$ cat src/inc/emb_pkg.sv
// Constants, types and carriers shared by the external memory bus controller.
// Operation
// - Port two emits high address on fetch/pointer.
// - Byte-register data access shows port two latch.
// - Latch one means weak pull-up, input use.
// - Reset needs input high two machine cycles.
// - Address strobe pulses on each external access.
// - Address strobe runs at oscillator over six.
// - One address strobe dropped per data access.
// - Bit zero at 8EH disables address strobe.
// - Disabled strobe only on moves, else weak-high.
// - External execution ignores the strobe disable bit.
// - Fetch strobe twice per machine cycle externally.
// - Two fetch strobes dropped per data access.
// - Select low: all code fetched externally, full range.
// - Select high: execute from internal program memory.
// - Lock bit one latches select at reset.
// - Port one bits zero, one carry timer two.
// - Port one bits four to seven carry SPI.
// - Port three bits carry serial, irq, timers, strobes.
package emb_pkg;

  // Oscillator clocks in one machine cycle and the last phase index.
  localparam int OSC_PER_MC = 12;
  localparam logic [3:0] PH_LAST = 4'hb;
  // Address strobe slots: two pulses of two clocks, six clocks apart.
  localparam logic [3:0] PH_ALE_A = 4'h0;
  localparam logic [3:0] PH_ALE_B = 4'h6;
  // Fetch strobe slots: two pulses of three clocks each.
  localparam logic [3:0] PH_PROGRAM_FETCH_STROBE_A = 4'h3;
  localparam logic [3:0] PH_PROGRAM_FETCH_STROBE_B = 4'h9;
  localparam logic [3:0] PROGRAM_FETCH_STROBE_SPAN = 4'h2;
  // Data read or write strobe window within the data machine cycle.
  localparam logic [3:0] PH_STB_FIRST = 4'h3;
  localparam logic [3:0] PH_STB_LAST = 4'h9;
  // Reset qualification length.
  localparam int RST_MC = 2;
  localparam int RST_CYC = RST_MC * OSC_PER_MC;
  // Location of the address strobe disable control; the bit enters as a port.
  localparam logic [7:0] SFR_ALE_CTRL_ADDR = 8'h8e;
  localparam int ALE_DIS_BIT = 0;
  // Port latch value after reset and the external code range.
  localparam logic [7:0] PORT_LATCH_RST = 8'hff;
  localparam logic [15:0] CODE_BASE = 16'h0000;
  localparam logic [15:0] CODE_TOP = 16'hffff;
  // Alternate function bit positions of port one and port three.
  localparam int P1_T2 = 0;
  localparam int P1_TIMER_TWO_TRIGGER_INPUT = 1;
  localparam int P1_SS = 4;
  localparam int P1_MOSI = 5;
  localparam int P1_MISO = 6;
  localparam int P1_SCK = 7;
  localparam int P3_RXD = 0;
  localparam int P3_TXD = 1;
  localparam int P3_IRQ0 = 2;
  localparam int P3_IRQ1 = 3;
  localparam int P3_T0 = 4;
  localparam int P3_T1 = 5;
  localparam int P3_WR = 6;
  localparam int P3_RD = 7;

  // Kind of the current machine cycle on the bus.
  typedef enum logic [2:0] {
    BS_IDLE = 3'b001,
    BS_FETCH = 3'b010,
    BS_DATA = 3'b100
  } emb_bus_st_t;

  // Request from the core, taken at the end of each machine cycle.
  typedef struct packed {
    logic ext_data;
    logic use_ptr16;
    logic write;
    logic [7:0] addr_hi;
    logic [7:0] addr_lo;
    logic [15:0] pc;
  } emb_req_t;

  // Alternate outputs from the peripherals.
  typedef struct packed {
    logic txd;
    logic t2_clkout;
    logic mosi;
    logic miso;
    logic sck;
  } emb_alt_out_t;

  // Alternate inputs routed to the peripherals.
  typedef struct packed {
    logic rxd;
    logic ext_irq_zero;
    logic ext_irq_one;
    logic timer_zero_count_input;
    logic timer_one_count_input;
    logic timer_two_count_input;
    logic timer_two_trigger_input;
    logic ss;
    logic mosi;
    logic miso;
    logic sck;
  } emb_alt_in_t;

endpackage

$ cat src/design/emb_pin.sv
// Quasi-bidirectional port pin cell with an address override.
`timescale 1ns/1ps
`default_nettype none
module emb_pin
  import emb_pkg::*;
(
  input wire logic clk_sys,
  input wire logic sys_rst,
  input wire logic latch,
  input wire logic alt_o,
  input wire logic force_en,
  input wire logic force_val,
  output logic pad_o,
  output logic pad_oe
);

  // Next pad value and strong drive enable, registered below.
  logic pad_o_d;
  logic pad_oe_d;

  // An override drives both levels hard; otherwise only a low is driven and
  // a one leaves the pin on its weak pull-up so it can be read.
  always_comb
  begin
    if (force_en)
    begin
      pad_o_d = force_val;
      pad_oe_d = 1'b1;
    end
    else
    begin
      pad_o_d = latch & alt_o;
      pad_oe_d = ~(latch & alt_o);
    end
  end

  // Reset leaves the pin released and pulled high.
  always_ff @(posedge clk_sys)
  begin
    if (sys_rst)
    begin
      pad_o <= 1'b1;
      pad_oe <= 1'b0;
    end
    else
    begin
      pad_o <= pad_o_d;
      pad_oe <= pad_oe_d;
    end
  end

endmodule
`default_nettype wire

$ cat src/design/emb_rst_qual.sv
// Qualifies the reset pin over a minimum number of oscillator clocks.
`timescale 1ns/1ps
`default_nettype none
module emb_rst_qual
  import emb_pkg::*;
#(
  parameter int CNT = RST_CYC
)
(
  input wire logic clk_sys,
  input wire logic sys_rst,
  input wire logic rst_pin,
  output logic core_rst
);

  localparam int W = $clog2(CNT + 1);
  localparam logic [W-1:0] CNT_MAX = W'(CNT);

  // Count of consecutive clocks with the pin high, saturating at the limit.
  logic [W-1:0] cnt_q;
  logic [W-1:0] cnt_d;
  logic core_rst_d;

  // A short glitch restarts the count, so noise never resets the core.
  always_comb
  begin
    if (!rst_pin)
      cnt_d = '0;
    else if (cnt_q != CNT_MAX)
      cnt_d = cnt_q + 1'b1;
    else
      cnt_d = cnt_q;
    core_rst_d = rst_pin && (cnt_d == CNT_MAX);
  end

  // The core is held in reset while the system reset is active.
  always_ff @(posedge clk_sys)
  begin
    if (sys_rst)
    begin
      cnt_q <= '0;
      core_rst <= 1'b1;
    end
    else
    begin
      cnt_q <= cnt_d;
      core_rst <= core_rst_d;
    end
  end

endmodule
`default_nettype wire

$ cat src/design/emb_bus_ctrl.sv
// External memory bus controller: strobes, port two address, port alternates.
`timescale 1ns/1ps
`default_nettype none
module emb_bus_ctrl
  import emb_pkg::*;
#(
  parameter int RST_CNT = RST_CYC
)
(
  input wire logic clk_sys,
  input wire logic sys_rst,
  input wire logic rst_pin,
  input wire logic external_fetch_select,
  input wire logic lock_bit1,
  input wire logic ale_disable,
  input wire logic move_instr,
  input wire emb_req_t req,
  input wire logic [7:0] port_one_latch,
  input wire logic [7:0] port_two_latch,
  input wire logic [7:0] port_three_latch,
  input wire emb_alt_out_t alt_out,
  input wire logic [7:0] p1_in,
  input wire logic [7:0] p3_in,
  output logic core_rst,
  output logic ext_exec,
  output logic mc_end,
  output logic ale_o,
  output logic ale_oe,
  output logic program_fetch_strobe_n,
  output logic [7:0] addr_lo,
  output logic [7:0] p1_o,
  output logic [7:0] p1_oe,
  output logic [7:0] p2_o,
  output logic [7:0] p2_oe,
  output logic [7:0] p3_o,
  output logic [7:0] p3_oe,
  output emb_alt_in_t alt_in
);

  // Phase within the machine cycle and the kind of the current cycle.
  logic [3:0] phase_q, phase_d;
  emb_bus_st_t st_q, st_d;
  // Request held for the whole machine cycle it was taken for.
  emb_req_t req_q, req_d;
  // Captured level of the fetch select pin and the effective mode.
  logic ea_cap_q, ea_cap_d, ea_eff, ext_exec_d;
  // Registered strobe outputs and their next values.
  logic ale_o_d, ale_oe_d, program_fetch_strobe_n_d;
  logic rd_n_q, rd_n_d, wr_n_q, wr_n_d;
  logic [7:0] addr_lo_d;
  // Decoded slots of the current phase.
  logic in_ale, ale_skip, ale_gate, in_program_fetch_strobe, in_stb;
  // Port two override and alternate output vectors.
  logic p2_force;
  logic [7:0] p2_val, p1_alt, p3_alt;
  emb_alt_in_t alt_in_d;
  // Flattened view of all twenty-four pins for the cell array.
  logic [23:0] latch_all, alt_all, force_all;
  logic [23:0] fval_all, pad_o_all, pad_oe_all;

  // Pin-level reset qualification feeds the core reset.
  emb_rst_qual #(
    .CNT(RST_CNT)
  ) u_rst (
    .clk_sys(clk_sys),
    .sys_rst(sys_rst),
    .rst_pin(rst_pin),
    .core_rst(core_rst)
  );

  // The select pin is sampled throughout reset so the held value is the one
  // present at its release; without the lock the live pin decides.
  always_comb
  begin
    ea_cap_d = core_rst ? external_fetch_select : ea_cap_q;
    ea_eff = lock_bit1 ? ea_cap_q : external_fetch_select;
    ext_exec_d = ~ea_eff;
  end

  // Machine cycle sequencer: phase counter and cycle kind.
  always_comb
  begin
    mc_end = (phase_q == PH_LAST);
    phase_d = mc_end ? 4'h0 : phase_q + 4'h1;
    st_d = st_q;
    req_d = req_q;
    if (mc_end)
    begin
      req_d = req;
      // Any code address reaches the external bus while executing outside.
      if (req.ext_data)
        st_d = BS_DATA;
      else if (ext_exec)
        st_d = BS_FETCH;
      else
        st_d = BS_IDLE;
    end
  end

  // Sequencer registers.
  always_ff @(posedge clk_sys)
  begin
    if (sys_rst || core_rst)
    begin
      phase_q <= 4'h0;
      st_q <= BS_IDLE;
      req_q <= '0;
    end
    else
    begin
      phase_q <= phase_d;
      st_q <= st_d;
      req_q <= req_d;
    end
  end

  // Mode registers; only the system reset resets them so the capture works.
  always_ff @(posedge clk_sys)
  begin
    if (sys_rst)
    begin
      ea_cap_q <= 1'b1;
      ext_exec <= 1'b0;
    end
    else
    begin
      ea_cap_q <= ea_cap_d;
      ext_exec <= ext_exec_d;
    end
  end

  // Strobe generation for the next clock.
  always_comb
  begin
    in_ale = (phase_q == PH_ALE_A) || (phase_q == PH_ALE_A + 4'h1) ||
             (phase_q == PH_ALE_B) || (phase_q == PH_ALE_B + 4'h1);
    // The second pulse of a data cycle is dropped, the first latches the
    // data address.
    ale_skip = (st_q == BS_DATA) &&
               ((phase_q == PH_ALE_B) || (phase_q == PH_ALE_B + 4'h1));
    // The disable bit only holds while executing inside and outside moves.
    ale_gate = ext_exec || !ale_disable || move_instr;
    ale_oe_d = ale_gate;
    if (ale_gate)
      ale_o_d = in_ale && !ale_skip;
    else
      ale_o_d = 1'b1;
    in_program_fetch_strobe = ((phase_q >= PH_PROGRAM_FETCH_STROBE_A) && (phase_q <= PH_PROGRAM_FETCH_STROBE_A + PROGRAM_FETCH_STROBE_SPAN)) ||
              ((phase_q >= PH_PROGRAM_FETCH_STROBE_B) && (phase_q <= PH_PROGRAM_FETCH_STROBE_B + PROGRAM_FETCH_STROBE_SPAN));
    // Only fetch cycles strobe; a data cycle therefore loses both.
    program_fetch_strobe_n_d = !((st_q == BS_FETCH) && in_program_fetch_strobe);
    in_stb = (st_q == BS_DATA) && (phase_q >= PH_STB_FIRST) &&
             (phase_q <= PH_STB_LAST);
    rd_n_d = !(in_stb && !req_q.write);
    wr_n_d = !(in_stb && req_q.write);
    addr_lo_d = (st_q == BS_DATA) ? req_q.addr_lo : req_q.pc[7:0];
  end

  // Strobe registers; reset leaves every strobe high, the address strobe released.
  always_ff @(posedge clk_sys)
  begin
    if (sys_rst || core_rst)
    begin
      ale_o <= 1'b1;
      ale_oe <= 1'b0;
      program_fetch_strobe_n <= 1'b1;
      rd_n_q <= 1'b1;
      wr_n_q <= 1'b1;
      addr_lo <= 8'h00;
    end
    else
    begin
      ale_o <= ale_o_d;
      ale_oe <= ale_oe_d;
      program_fetch_strobe_n <= program_fetch_strobe_n_d;
      rd_n_q <= rd_n_d;
      wr_n_q <= wr_n_d;
      addr_lo <= addr_lo_d;
    end
  end

  // Port two override and alternate output muxing for ports one and three.
  always_comb
  begin
    p2_force = 1'b0;
    p2_val = 8'h00;
    if (st_q == BS_FETCH)
    begin
      p2_force = 1'b1;
      p2_val = req_q.pc[15:8];
    end
    else if ((st_q == BS_DATA) && req_q.use_ptr16)
    begin
      p2_force = 1'b1;
      p2_val = req_q.addr_hi;
    end
    // A byte-register access leaves port two on its own latch.
    p1_alt = 8'hff;
    p1_alt[P1_T2] = alt_out.t2_clkout;
    p1_alt[P1_MOSI] = alt_out.mosi;
    p1_alt[P1_MISO] = alt_out.miso;
    p1_alt[P1_SCK] = alt_out.sck;
    p3_alt = 8'hff;
    p3_alt[P3_TXD] = alt_out.txd;
    p3_alt[P3_WR] = wr_n_q;
    p3_alt[P3_RD] = rd_n_q;
  end

  // Alternate inputs are registered so downstream logic sees clean levels.
  always_comb
  begin
    alt_in_d.timer_two_count_input = p1_in[P1_T2];
    alt_in_d.timer_two_trigger_input = p1_in[P1_TIMER_TWO_TRIGGER_INPUT];
    alt_in_d.ss = p1_in[P1_SS];
    alt_in_d.mosi = p1_in[P1_MOSI];
    alt_in_d.miso = p1_in[P1_MISO];
    alt_in_d.sck = p1_in[P1_SCK];
    alt_in_d.rxd = p3_in[P3_RXD];
    alt_in_d.ext_irq_zero = p3_in[P3_IRQ0];
    alt_in_d.ext_irq_one = p3_in[P3_IRQ1];
    alt_in_d.timer_zero_count_input = p3_in[P3_T0];
    alt_in_d.timer_one_count_input = p3_in[P3_T1];
  end

  // Alternate input register; idle value matches released, pulled-up pins.
  always_ff @(posedge clk_sys)
  begin
    if (sys_rst)
      alt_in <= '1;
    else
      alt_in <= alt_in_d;
  end

  // One cell per pin; port two is the only one with an address override.
  assign latch_all = {port_three_latch, port_two_latch, port_one_latch};
  assign alt_all = {p3_alt, 8'hff, p1_alt};
  assign force_all = {8'h00, {8{p2_force}}, 8'h00};
  assign fval_all = {8'h00, p2_val, 8'h00};

  generate
    for (genvar i = 0; i < 24; i++)
    begin : g_pin
      emb_pin u_pin (
        .clk_sys(clk_sys),
        .sys_rst(sys_rst),
        .latch(latch_all[i]),
        .alt_o(alt_all[i]),
        .force_en(force_all[i]),
        .force_val(fval_all[i]),
        .pad_o(pad_o_all[i]),
        .pad_oe(pad_oe_all[i])
      );
    end
  endgenerate

  assign p1_o = pad_o_all[7:0];
  assign p1_oe = pad_oe_all[7:0];
  assign p2_o = pad_o_all[15:8];
  assign p2_oe = pad_oe_all[15:8];
  assign p3_o = pad_o_all[23:16];
  assign p3_oe = pad_oe_all[23:16];
endmodule
`default_nettype wire

$ cat config.mk
export PLATFORM = sky130hd
export DESIGN_NAME = emb_bus_ctrl
export DESIGN_NICKNAME = d
export VERILOG_FILES = /design/src/inc/emb_pkg.sv /design/src/design/emb_pin.sv /design/src/design/emb_rst_qual.sv /design/src/design/emb_bus_ctrl.sv
export SDC_FILE = /design/constraint.sdc
export NUM_CORES = 1
export LEC_CHECK = 0
export ABC_AREA = 1
export BUFFER_PORTS_ARGS = -buffer_cell sky130_fd_sc_hd__buf_2
export CAP_MARGIN = 20
export CORE_UTILIZATION = 30
export DETAILED_ROUTE_END_ITERATION = 8
export GPL_TIMING_DRIVEN = 1
export PLACE_DENSITY_LB_ADDON = 0.08
export SYNTH_ARGS = -nofsm -noshare
export SYNTH_HDL_FRONTEND = slang
export SYNTH_HIERARCHICAL = 1
export SYNTH_SLANG_ARGS = --single-unit
$ cat constraint.sdc
create_clock -name clk_sys -period 2.6 [get_ports clk_sys]
set_input_delay 0.13 -clock clk_sys [delete_from_list [all_inputs] [get_ports clk_sys]]
set_output_delay 0.13 -clock clk_sys [all_outputs]
set_load 0.01 [all_outputs]
==> results of run 1 <==
==> cell type report <==
type / instances / area share
clock inverter: 8 / 0.0151
clock buffer: 24 / 0.0658
multi-input combinational: 538 / 0.298
sequential: 121 / 0.317
tap: 216 / 0.0354
inverter: 106 / 0.0521
timing repair buffer: 242 / 0.216
==> per-stage QoR <==
stage | hold slack, ps | util | total power [mW] | worst slack (ps) | cells
after floorplan | 202 | - | 2.14 | 275 | 782
after global placement | 312 | 0.391 | 2.30 | 821 | 1141
after detailed placement | 314 | 0.391 | 2.31 | 823 | 1141
after CTS | 1.24 | 0.482 | 4.88 | 378 | 1255
after global routing | 30.1 | 0.482 | 5.02 | 251 | 1255
final | 19.3 | 0.482 | 4.81 | 411 | 1255
==> worst min-delay path by stage <==
stage,endpoint,slack [ps],cells after the start
after floorplan,u_rst/cnt_q[1]$_SDFF_PP0_,200,1
after global placement,alt_in[9]$_SDFF_PP1_,310,2
after detailed placement,alt_in[9]$_SDFF_PP1_,310,2
after CTS,g_pin[17].u_pin/pad_oe$_SDFF_PP0_,1,4
after global routing,g_pin[17].u_pin/pad_oe$_SDFF_PP0_,30,4
final,g_pin[17].u_pin/pad_oe$_SDFF_PP0_,20,4
==> timing repair <==
action | in CTS | in global routing
endpoints found under the hold margin | 88 | 0
hold buffers | 82 | 0
resized for setup | 0 | 0
==> layout by cell type, fill, tap and decap left out, drive strengths merged <==
cell and n:
ha 7, xor2 1, dfxtp 121, clkbuf 24
dlygate4sd3 82, inv 106, nor2 150, clkinv 5
nand4 2, a21oi 13, buf 160, bufinv 3
nand2 179, o21bai 1, o21ai 4, conb 98
or2 13, nand3 70
==> power breakdown <==
group,switching [mW],internal (mW)
combinational,0.194,0.220
sequential,0.0194,1.92
clock,0.824,1.63
total,1.04,3.77
==> critical path, stage by stage (launching register included) <==
cell     delay [ps]
dfxtp_1         370
ha_1            280
nand3_2          90
buf_4           580
inv_1           130
buf_2           170
==> metal layers <==
metal | GRT usage | wire length (µm) | vias up | part of all wire
met4 | 0.0644 | 184 | 0 | 0.016
met2 | 0.233 | 5060 | 111 | 0.43
li1 | - | - | 2636 | -
met1 | 0.186 | 5830 | 1927 | 0.50
met3 | 0.0421 | 599 | 14 | 0.051
met5 | 0 | 0 | - | 0
==> flip-flops by register name, indices dropped and copies added, names as in the netlist <==
register / flops
req_q: 34
g_pin.u_pin/pad_o: 24
g_pin.u_pin/pad_oe: 24
alt_in: 11
addr_lo: 8
u_rst/cnt_q: 5
phase_q: 4
st_q: 3
ale_o: 1
ale_oe: 1
ea_cap_q: 1
ext_exec: 1
program_fetch_strobe_n: 1
rd_n_q: 1
u_rst/core_rst: 1
wr_n_q: 1
==> cells by family after synthesis <==
kind of cell | synth area share
AND/OR/NAND/NOR | 0.350
buffers and inverters | 0.110
flip-flops | 0.498
AO/OA/AOI/OAI | 0.0198
adder cells (fa/ha/maj) | 0.0180
other | 0.00154
XOR/XNOR | 0.00180
==> results by group, run 1 <==
Floorplanning
  • # IOs: 160
  • Core area: 15,800 µm²
  • Initial Util: 0.307
  • Die height: between 100 and 150 µm
  • Die footprint: 16,700 µm²
  • Die Width: 129 µm
  • Row count: between 40 and 50

Timing
  • Worst-Margin Slew: 744 ps
  • Final Cycle Share: 0.842
  • Setup_tns: 0 ps
  • Final setup vio count: 0
  • Min cycle time layout: ~2200 ps
  • Clk_skew: around 8.9 ps
  • Max frequency: 0.457 GHz
  • Unrepaired setup endpoints after global routing: false
  • Slew Viols, Final: 0
  • Rel. slew slack: 0.504
  • Final Hold Fails: 0

GRT
  • First-pass GRT wire length: about 19,000 µm
  • Vias in the first global route: ~4,200
  • Total gr overflow: 0
  • Largest net degree at the start of global routing: 75
  • Total track usage: 0.147
  • Initial antenna violation count: 0

CTS
  • CTS tree: yes
  • H-tree depth: 4
  • Number of post-CTS setup repair buffers: 0
  • CTS sink cnt: approximately 120
  • Num CTS Buffers: 17
  • Clock buffer depth: 2
  • Worst-path clk slew: about 50 ps
  • CTS Root Cell: clkbuf_16
  • Worst-Skew Late Latency: 410 ps

Drt
  • Avg WL per Cell: a little over 9 µm
  • Detailed-route wire length: roughly 12,000 µm
  • Detailed-route via count: about 4,700
  • DRC: 0
  • Drt first pass iters: 6
  • Vias per cell: between 3 and 4
  • DRT iter0 DRCs: 157
  • Post-route antenna net violation count: 0

Synth
  • Number of synthesized flops with an enable pin: 0
  • Yosys warning count: 6
  • Cell Area, Synth: just under 5000 µm²
  • Post-synth top area cell: dfxtp_1
  • Top-area cell type share of the netlist area: 0.498
  • Gate Count Post-Synth: roughly 690
  • Register bit total from synthesis: roughly 120
  • Count leader, synth: nand2_1
  • Synth top area cells: dfxtp_1 (50%), nand2_1 (14%), nor2_1 (11%)
  • Cell variety after synth: 21
  • Post-synth top flop: dfxtp_1
  • Seq/Total Area, Yosys: 0.498
  • Ys async rst share: 0
  • Synthesized area per cell: slightly above 7 µm²
  • Commonest cells post-synth: nand2_1 (177), nor2_1 (147), dfxtp_1 (121), inv_1 (104), nand3_1 (69)

Placed design
  • Placed Area: 6190 µm²
  • GPL Wtd Cong: around 0.73
  • Detailed-placement wirelength estimate: roughly 7400 µm
  • I/O Buffers: 154

Run status
  • Outcome: finished clean

Final layout
  • Multi-input logic area: roughly 2300 µm²
  • Area growth, synth to finish: 57.0%
  • Register area: 2420 µm²
  • # fillers: roughly 1,600
  • Final nets: around 1,100
  • Fraction of layout cells with a size suffix above 1: 0.206
  • ANT cells: 0
  • Layout Cell Area excl Fill: approximately 7600 µm²

Setup path
  • RR Endpoint: phase_q[3]$_SDFF_PP0_
  • Critical path startpoint category: register
  • CP Capture Type: primary output
  • End of the critical path: mc_end
  • Reg2reg start: phase_q[0]$_SDFF_PP0_
  • R2R setup slack: between 800 and 900 ps
  • Worst Path Required: about 2500 ps
  • Worst R2R Path Depth: 5
  • Critical Path AT: 2060 ps
  • Worst-path maximum fanout: 74
  • WS Path Type: reg2out
  • CP startpoint: phase_q[0]$_SDFF_PP0_

Job
  • Max-capacitance violation count: 0

Min path
  • Hold Path Origin: port_three_latch[1]
  • Worst hold path class: in2reg

Pwr
  • LEAKAGE: 3.92 nW
  • Power Dens Cells: 630 nW/µm²
  • Max rail drop VDD: roughly 0.00043 V
(Power assumes the default switching activity.)
==> run 2, diff against run 1 <==
==> constraint.sdc (replaced) <==
create_clock -name clk_sys -period 2.3 [get_ports clk_sys]
set_input_delay 0.115 -clock clk_sys [delete_from_list [all_inputs] [get_ports clk_sys]]
set_output_delay 0.115 -clock clk_sys [all_outputs]
set_load 0.01 [all_outputs]
==> results by group, run 2 (synthesis gave the netlist of run 1 again) <==
CTS
  • CTS Root Cell: clkbuf_16
  • Number of post-CTS setup repair buffers: 0 (unchanged)
  • Num CTS Buffers: 17 (unchanged)
  • Worst-Skew Late Latency: 410 ps (about the same)
  • Clock buffer depth: 2 (unchanged)
  • CTS tree: yes
  • CTS sink cnt: 121 (unchanged)
  • Worst-path clk slew: 50 ps (about the same)
  • H-tree depth: 4 (unchanged)

Timing
  • Final Hold Fails: 0 (unchanged)
  • Final hold slack: 105 ps (+85.2 ps)
  • Unrepaired setup endpoints after global routing: false
  • Clk_skew: 7.01 ps (-1.88 ps)
  • Max frequency: approximately 0.53 GHz
  • Rel. slew slack: 0.551 (+0.0471)
  • Slew Viols, Final: 0 (unchanged)
  • Final Cycle Share: 0.816
  • Setup ws final: 424 ps (+12.4 ps)
  • Setup_tns: 0 ps (unchanged)
  • Final setup vio count: 0 (unchanged)
  • Min cycle time layout: 1880 ps
  • Worst-Margin Slew: 673 ps (-70.6 ps)

Pwr
  • Max rail drop VDD: 0.000468 V (+8.8%)
  • Power Dens Cells: 694 nW/µm² (+10%)
  • LEAKAGE: 3.91 nW (-0.42%)
  • Pwr Total: 5.28 mW (+9.8%)

Final layout
  • Layout Cell Area excl Fill: 7600 µm² (-0.33%)
  • Final Util: 0.480 (-0.00158)
  • Non-filler instance count after layout: 1,256 (+0.080%)
  • Multi-input logic area: 2270 µm² (unchanged)
  • Commonest non-fill, non-tap cell in the layout: nand2_1
  • # fillers: 1,644 (unchanged)
  • Biggest register: req_q
  • Most frequent cells in the layout: nand2_1 (177), buf_2 (154), nor2_1 (146), dfxtp_1 (121), inv_1 (104)
  • Register area: 2420 µm² (unchanged)
  • Area growth, synth to finish: 56.4%
  • ANT cells: 0 (unchanged)
  • Fraction of layout cells with a size suffix above 1: 0.207 (+0.000763)
  • Final nets: 1,123 (+0.27%)
  • Top Registers: req_q (34), g_pin.u_pin/pad_o (24), g_pin.u_pin/pad_oe (24)
  • Max reg flops: 34 (unchanged)

Placed design
  • GPL Wtd Cong: 0.728 (-0.37%)
  • Placed Area: 6190 µm² (about the same)
  • DP Cell Count: 1,143 (+0.18%)
  • I/O Buffers: 154 (unchanged)
  • Dpl ws: 846 ps (+23.4 ps)
  • Detailed-placement wirelength estimate: 7420 µm (-0.19%)

Setup path
  • R2R setup slack: 850 ps (+20 ps)
  • Critical Path AT: 1760 ps (-300 ps)
  • Critical path startpoint category: register
  • CP Capture Type: primary output
  • CP startpoint: phase_q[0]$_SDFF_PP0_
  • Worst-path maximum fanout: 34 (-54%)
  • Reg2reg start: phase_q[0]$_SDFF_PP0_
  • Worst R2R Path Depth: 6 (+1)
  • WS Path Type: reg2out
  • RR Endpoint: st_q[0]$_SDFFE_PP1P_
  • End of the critical path: mc_end
  • Worst Path Required: 2180 ps (-290 ps)

Drt
  • Vias per cell: 3.70 (-0.91%)
  • Detailed-route wire length: 11,700 µm (-0.22%)
  • Detailed-route via count: 4,649 (-0.83%)
  • Drt first pass iters: 4 (-2)
  • Post-route antenna net violation count: 0 (unchanged)
  • DRT iter0 DRCs: 163 (+3.8%)
  • Avg WL per Cell: 9.28 µm (-0.30%)
  • DRC: 0 (unchanged)

Floorplanning
  • Row count: 46 (unchanged)
  • Core area: 15,800 µm² (unchanged)
  • Initial Util: 0.307 (unchanged)
  • Die height: 129 µm (unchanged)
  • # IOs: 160 (unchanged)
  • Die footprint: 16,700 µm² (unchanged)
  • Die Width: 129 µm (unchanged)

Min path
  • Worst hold path class: in2reg

Run status
  • Outcome: finished clean

GRT
  • Largest net degree at the start of global routing: 67 (-11%)
  • Vias in the first global route: 4,208 (-0.33%)
  • Initial antenna violation count: 0 (unchanged)
  • Total gr overflow: 0 (unchanged)
  • Total track usage: 0.148 (+0.000709)
  • First-pass GRT wire length: 19,100 µm (-0.79%)

Job
  • Max-capacitance violation count: 0 (unchanged)
==> run 2: cell count changes in the layout (fill, tap and decap cells not counted) <==
cell / delta
dlygate4sd3_1: +1
clkinvlp_4: +2
bufinv_16: -1
clkinv_2: -1
buf_12: -1
clkbuf_8: -1
clkbuf_1: -1
buf_4: +3
==> run 2: what timing repair did <==
| item | CTS | global route |
|---|---|---|
| endpoints found under the setup margin | 0 | 0 |
| hold endpoints to repair | 98 | 0 |
| resized for setup | 0 | 0 |
| hold buffers | 83 | 0 |
==> run 2: power breakdown <==
part	total [mW]	internal (mW)	switching (mW)
registers	2.20	2.17	0.0218
clock network	2.61	1.69	0.923
logic	0.468	0.249	0.220
total	5.28	4.11	1.16
==> run 2: how the worst min path moves through the flow <==
stage | startpoint | end | cells after the start
6_report | ale_disable | ale_oe$_SDFF_PP0_ | 4
5_1_grt | ale_disable | ale_oe$_SDFF_PP0_ | 4
3_3_place_gp | p1_in[1] | alt_in[4]$_SDFF_PP1_ | 2
2_1_floorplan | sys_rst | u_rst/cnt_q[1]$_SDFF_PP0_ | 1
4_1_cts | ale_disable | ale_oe$_SDFF_PP0_ | 4
3_5_place_dp | p1_in[1] | alt_in[4]$_SDFF_PP1_ | 2
==> run 2: metal layers <==
layer  track usage  vias up  wire length (µm)
met2         0.238      100              5290
met5             0        -                 0
met1         0.183     1897              5620
li1              -     2635                 -
met4        0.0706        0               189
met3        0.0396       17               557
==> run 2: final cells by class <==
cell class,count,area share
clock inverters,8,0.0125
repair buffers,245,0.218
clock buffers,22,0.0637
multi-input cells,538,0.299
flip-flops and latches,121,0.319
inverters,106,0.0523
well taps,216,0.0355
==> run 2: critical path, cell delays in order (launching register included) <==
cell and delay [ps]:
dfxtp_1 370, ha_1 280, nand3_2 100, buf_4 330, inv_1 110, buf_2 160
==> run 3, diff against run 2 <==
==> constraint.sdc (replaced) <==
create_clock -name clk_sys -period 1.58 [get_ports clk_sys]
set_input_delay 0.079 -clock clk_sys [delete_from_list [all_inputs] [get_ports clk_sys]]
set_output_delay 0.079 -clock clk_sys [all_outputs]
set_load 0.01 [all_outputs]
==> results by group, run 3 (synthesis gave the netlist of run 1 again) <==
Floorplanning
  • Initial Util: 0.307 (unchanged)
  • Die height: 129 µm (unchanged)
  • Core area: 15,800 µm² (unchanged)
  • Die footprint: 16,700 µm² (unchanged)
  • Row count: 46 (unchanged)
  • Die Width: 129 µm (unchanged)
  • # IOs: 160 (unchanged)

GRT
  • First-pass GRT wire length: 19,000 µm (-0.29%)
  • Total gr overflow: 0 (unchanged)
  • Vias in the first global route: 4,323 (+2.7%)
  • Initial antenna violation count: 0 (unchanged)
  • Largest net degree at the start of global routing: 47 (-30%)
  • Total track usage: 0.148 (about the same)

Drt
  • Detailed-route wire length: 11,700 µm (+0.81%)
  • Detailed-route via count: 4,685 (+0.77%)
  • Post-route antenna net violation count: 0 (unchanged)
  • DRT iter0 DRCs: 132 (-19%)
  • Vias per cell: 3.71 (+0.22%)
  • Avg WL per Cell: 9.30 µm (+0.25%)
  • DRC: 0 (unchanged)
  • Drt first pass iters: 4 (unchanged)

Min path
  • Worst hold path class: in2reg

Setup path
  • Critical path startpoint category: register
  • Critical Path AT: 1390 ps (-370 ps)
  • Worst-path maximum fanout: 10 (-71%)
  • CP Capture Type: primary output
  • Worst Path Required: 1500 ps (-680 ps)
  • WS Path Type: reg2out

CTS
  • CTS tree: yes
  • Worst-path clk slew: 60 ps (about the same)
  • Worst-Skew Late Latency: 420 ps (about the same)
  • Num CTS Buffers: 17 (unchanged)
  • CTS Root Cell: clkbuf_16
  • Clock buffer depth: 2 (unchanged)
  • CTS sink cnt: 121 (unchanged)
  • H-tree depth: 4 (unchanged)

Timing
  • Min cycle time layout: 1470 ps
  • Setup_tns: 0 ps (unchanged)
  • Unrepaired setup endpoints after global routing: false
  • Clk_skew: 10.4 ps (+3.43 ps)
  • Setup ws final: 114 ps (-310 ps)
  • Final hold slack: 8.00 ps (-96.5 ps)
  • Final Cycle Share: 0.928
  • Max frequency: roughly 0.7 GHz
  • Final Hold Fails: 0 (unchanged)
  • Slew Viols, Final: 0 (unchanged)
  • Final setup vio count: 0 (unchanged)

Final layout
  • Top Registers: req_q (34), g_pin.u_pin/pad_o (24), g_pin.u_pin/pad_oe (24)
  • Fraction of layout cells with a size suffix above 1: 0.212 (+0.00530)
  • ANT cells: 0 (unchanged)
  • # fillers: 1,602 (-2.6%)
  • Register area: 2420 µm² (unchanged)
  • Commonest non-fill, non-tap cell in the layout: nand2_1
  • Final nets: 1,128 (+0.45%)
  • Multi-input logic area: 2290 µm² (+0.88%)
  • Max reg flops: 34 (unchanged)
  • Most frequent cells in the layout: nand2_1 (177), buf_2 (154), nor2_1 (146), dfxtp_1 (121), inv_1 (104)
  • Area growth, synth to finish: 58.6%
  • Biggest register: req_q

Pwr
  • Power Dens Cells: 1000 nW/µm² (+45%)
  • LEAKAGE: 3.94 nW (+0.76%)
  • Max rail drop VDD: 0.000703 V (+50%)

Placed design
  • GPL Wtd Cong: 0.720 (-1.1%)
  • I/O Buffers: 154 (unchanged)
  • Dpl ws: 220 ps (-627 ps)
  • Detailed-placement wirelength estimate: 7660 µm (+3.2%)

Run status
  • Outcome: finished clean

Job
  • Max-capacitance violation count: 0 (unchanged)
-- run 3: cell count changes in the layout (fill, tap and decap cells not counted), moves of 2 or more --
cell	change
clkinvlp_4	+2
buf_4	+2
clkbuf_8	-4
buf_12	+3
-- run 3: metal layers --
| metal | track usage | wire length (µm) | vias up |
|---|---|---|---|
| met5 | 0 | 0 | - |
| li1 | - | - | 2649 |
| met4 | 0.0747 | 208 | 0 |
| met1 | 0.175 | 5640 | 1911 |
| met3 | 0.0458 | 639 | 18 |
| met2 | 0.241 | 5250 | 107 |
-- run 3: final cells by class --
| cell class | count | area share |
|---|---|---|
| Inverter | 106 | 0.0516 |
| Timing Repair Buffer | 250 | 0.225 |
| Sequential cell | 121 | 0.314 |
| Multi-Input combinational cell | 538 | 0.298 |
| Tap cell | 216 | 0.0351 |
| Clock inverter | 13 | 0.0200 |
| Clock buffer | 19 | 0.0562 |
-- run 3: final timing paths --
path                            depth (start not counted)                 to  slack (ps)                   start
worst max-delay path                                    4             mc_end         110   phase_q[0]$_SDFF_PP0_
worst min-delay path                                    4  ale_oe$_SDFF_PP0_           8             ale_disable
worst max register to register                          6   ale_o$_SDFF_PP1_         310   phase_q[0]$_SDFF_PP0_
worst min register to register                          1  wr_n_q$_SDFF_PP1_         430  req_q[32]$_SDFFE_PP0P_
-- run 3: where the power goes --
group	internal [mW]	switching (mW)
clock network	2.46	1.39
logic	0.371	0.326
registers	3.16	0.0300
-- run 3: repair_timing --
action                                  CTS  global route
hold endpoints to repair                100             0
gates resized for setup                   1             2
hold buffers                             83             0
setup buffers                             0             0
endpoints found under the setup margin    1             1
pin swaps                                 0             0
-- run 3: critical path: stages (launching register included) --
cell	delay, ps
dfxtp_1	370
ha_4	180
nand3_4	150
inv_1	120
buf_2	140
-- run 3: through the flow --
step / utilization / total power, mW / instances / area (µm²)
CTS: 0.486 / 7.86 / 1263 / 7690
finish: 0.487 / 7.74 / 1263 / 7710
global route: 0.487 / 8.11 / 1263 / 7710
floorplan: - / 3.52 / 782 / 5230
detailed placement: 0.396 / 3.80 / 1148 / 6270
global placement: 0.396 / 3.80 / 1148 / 6270
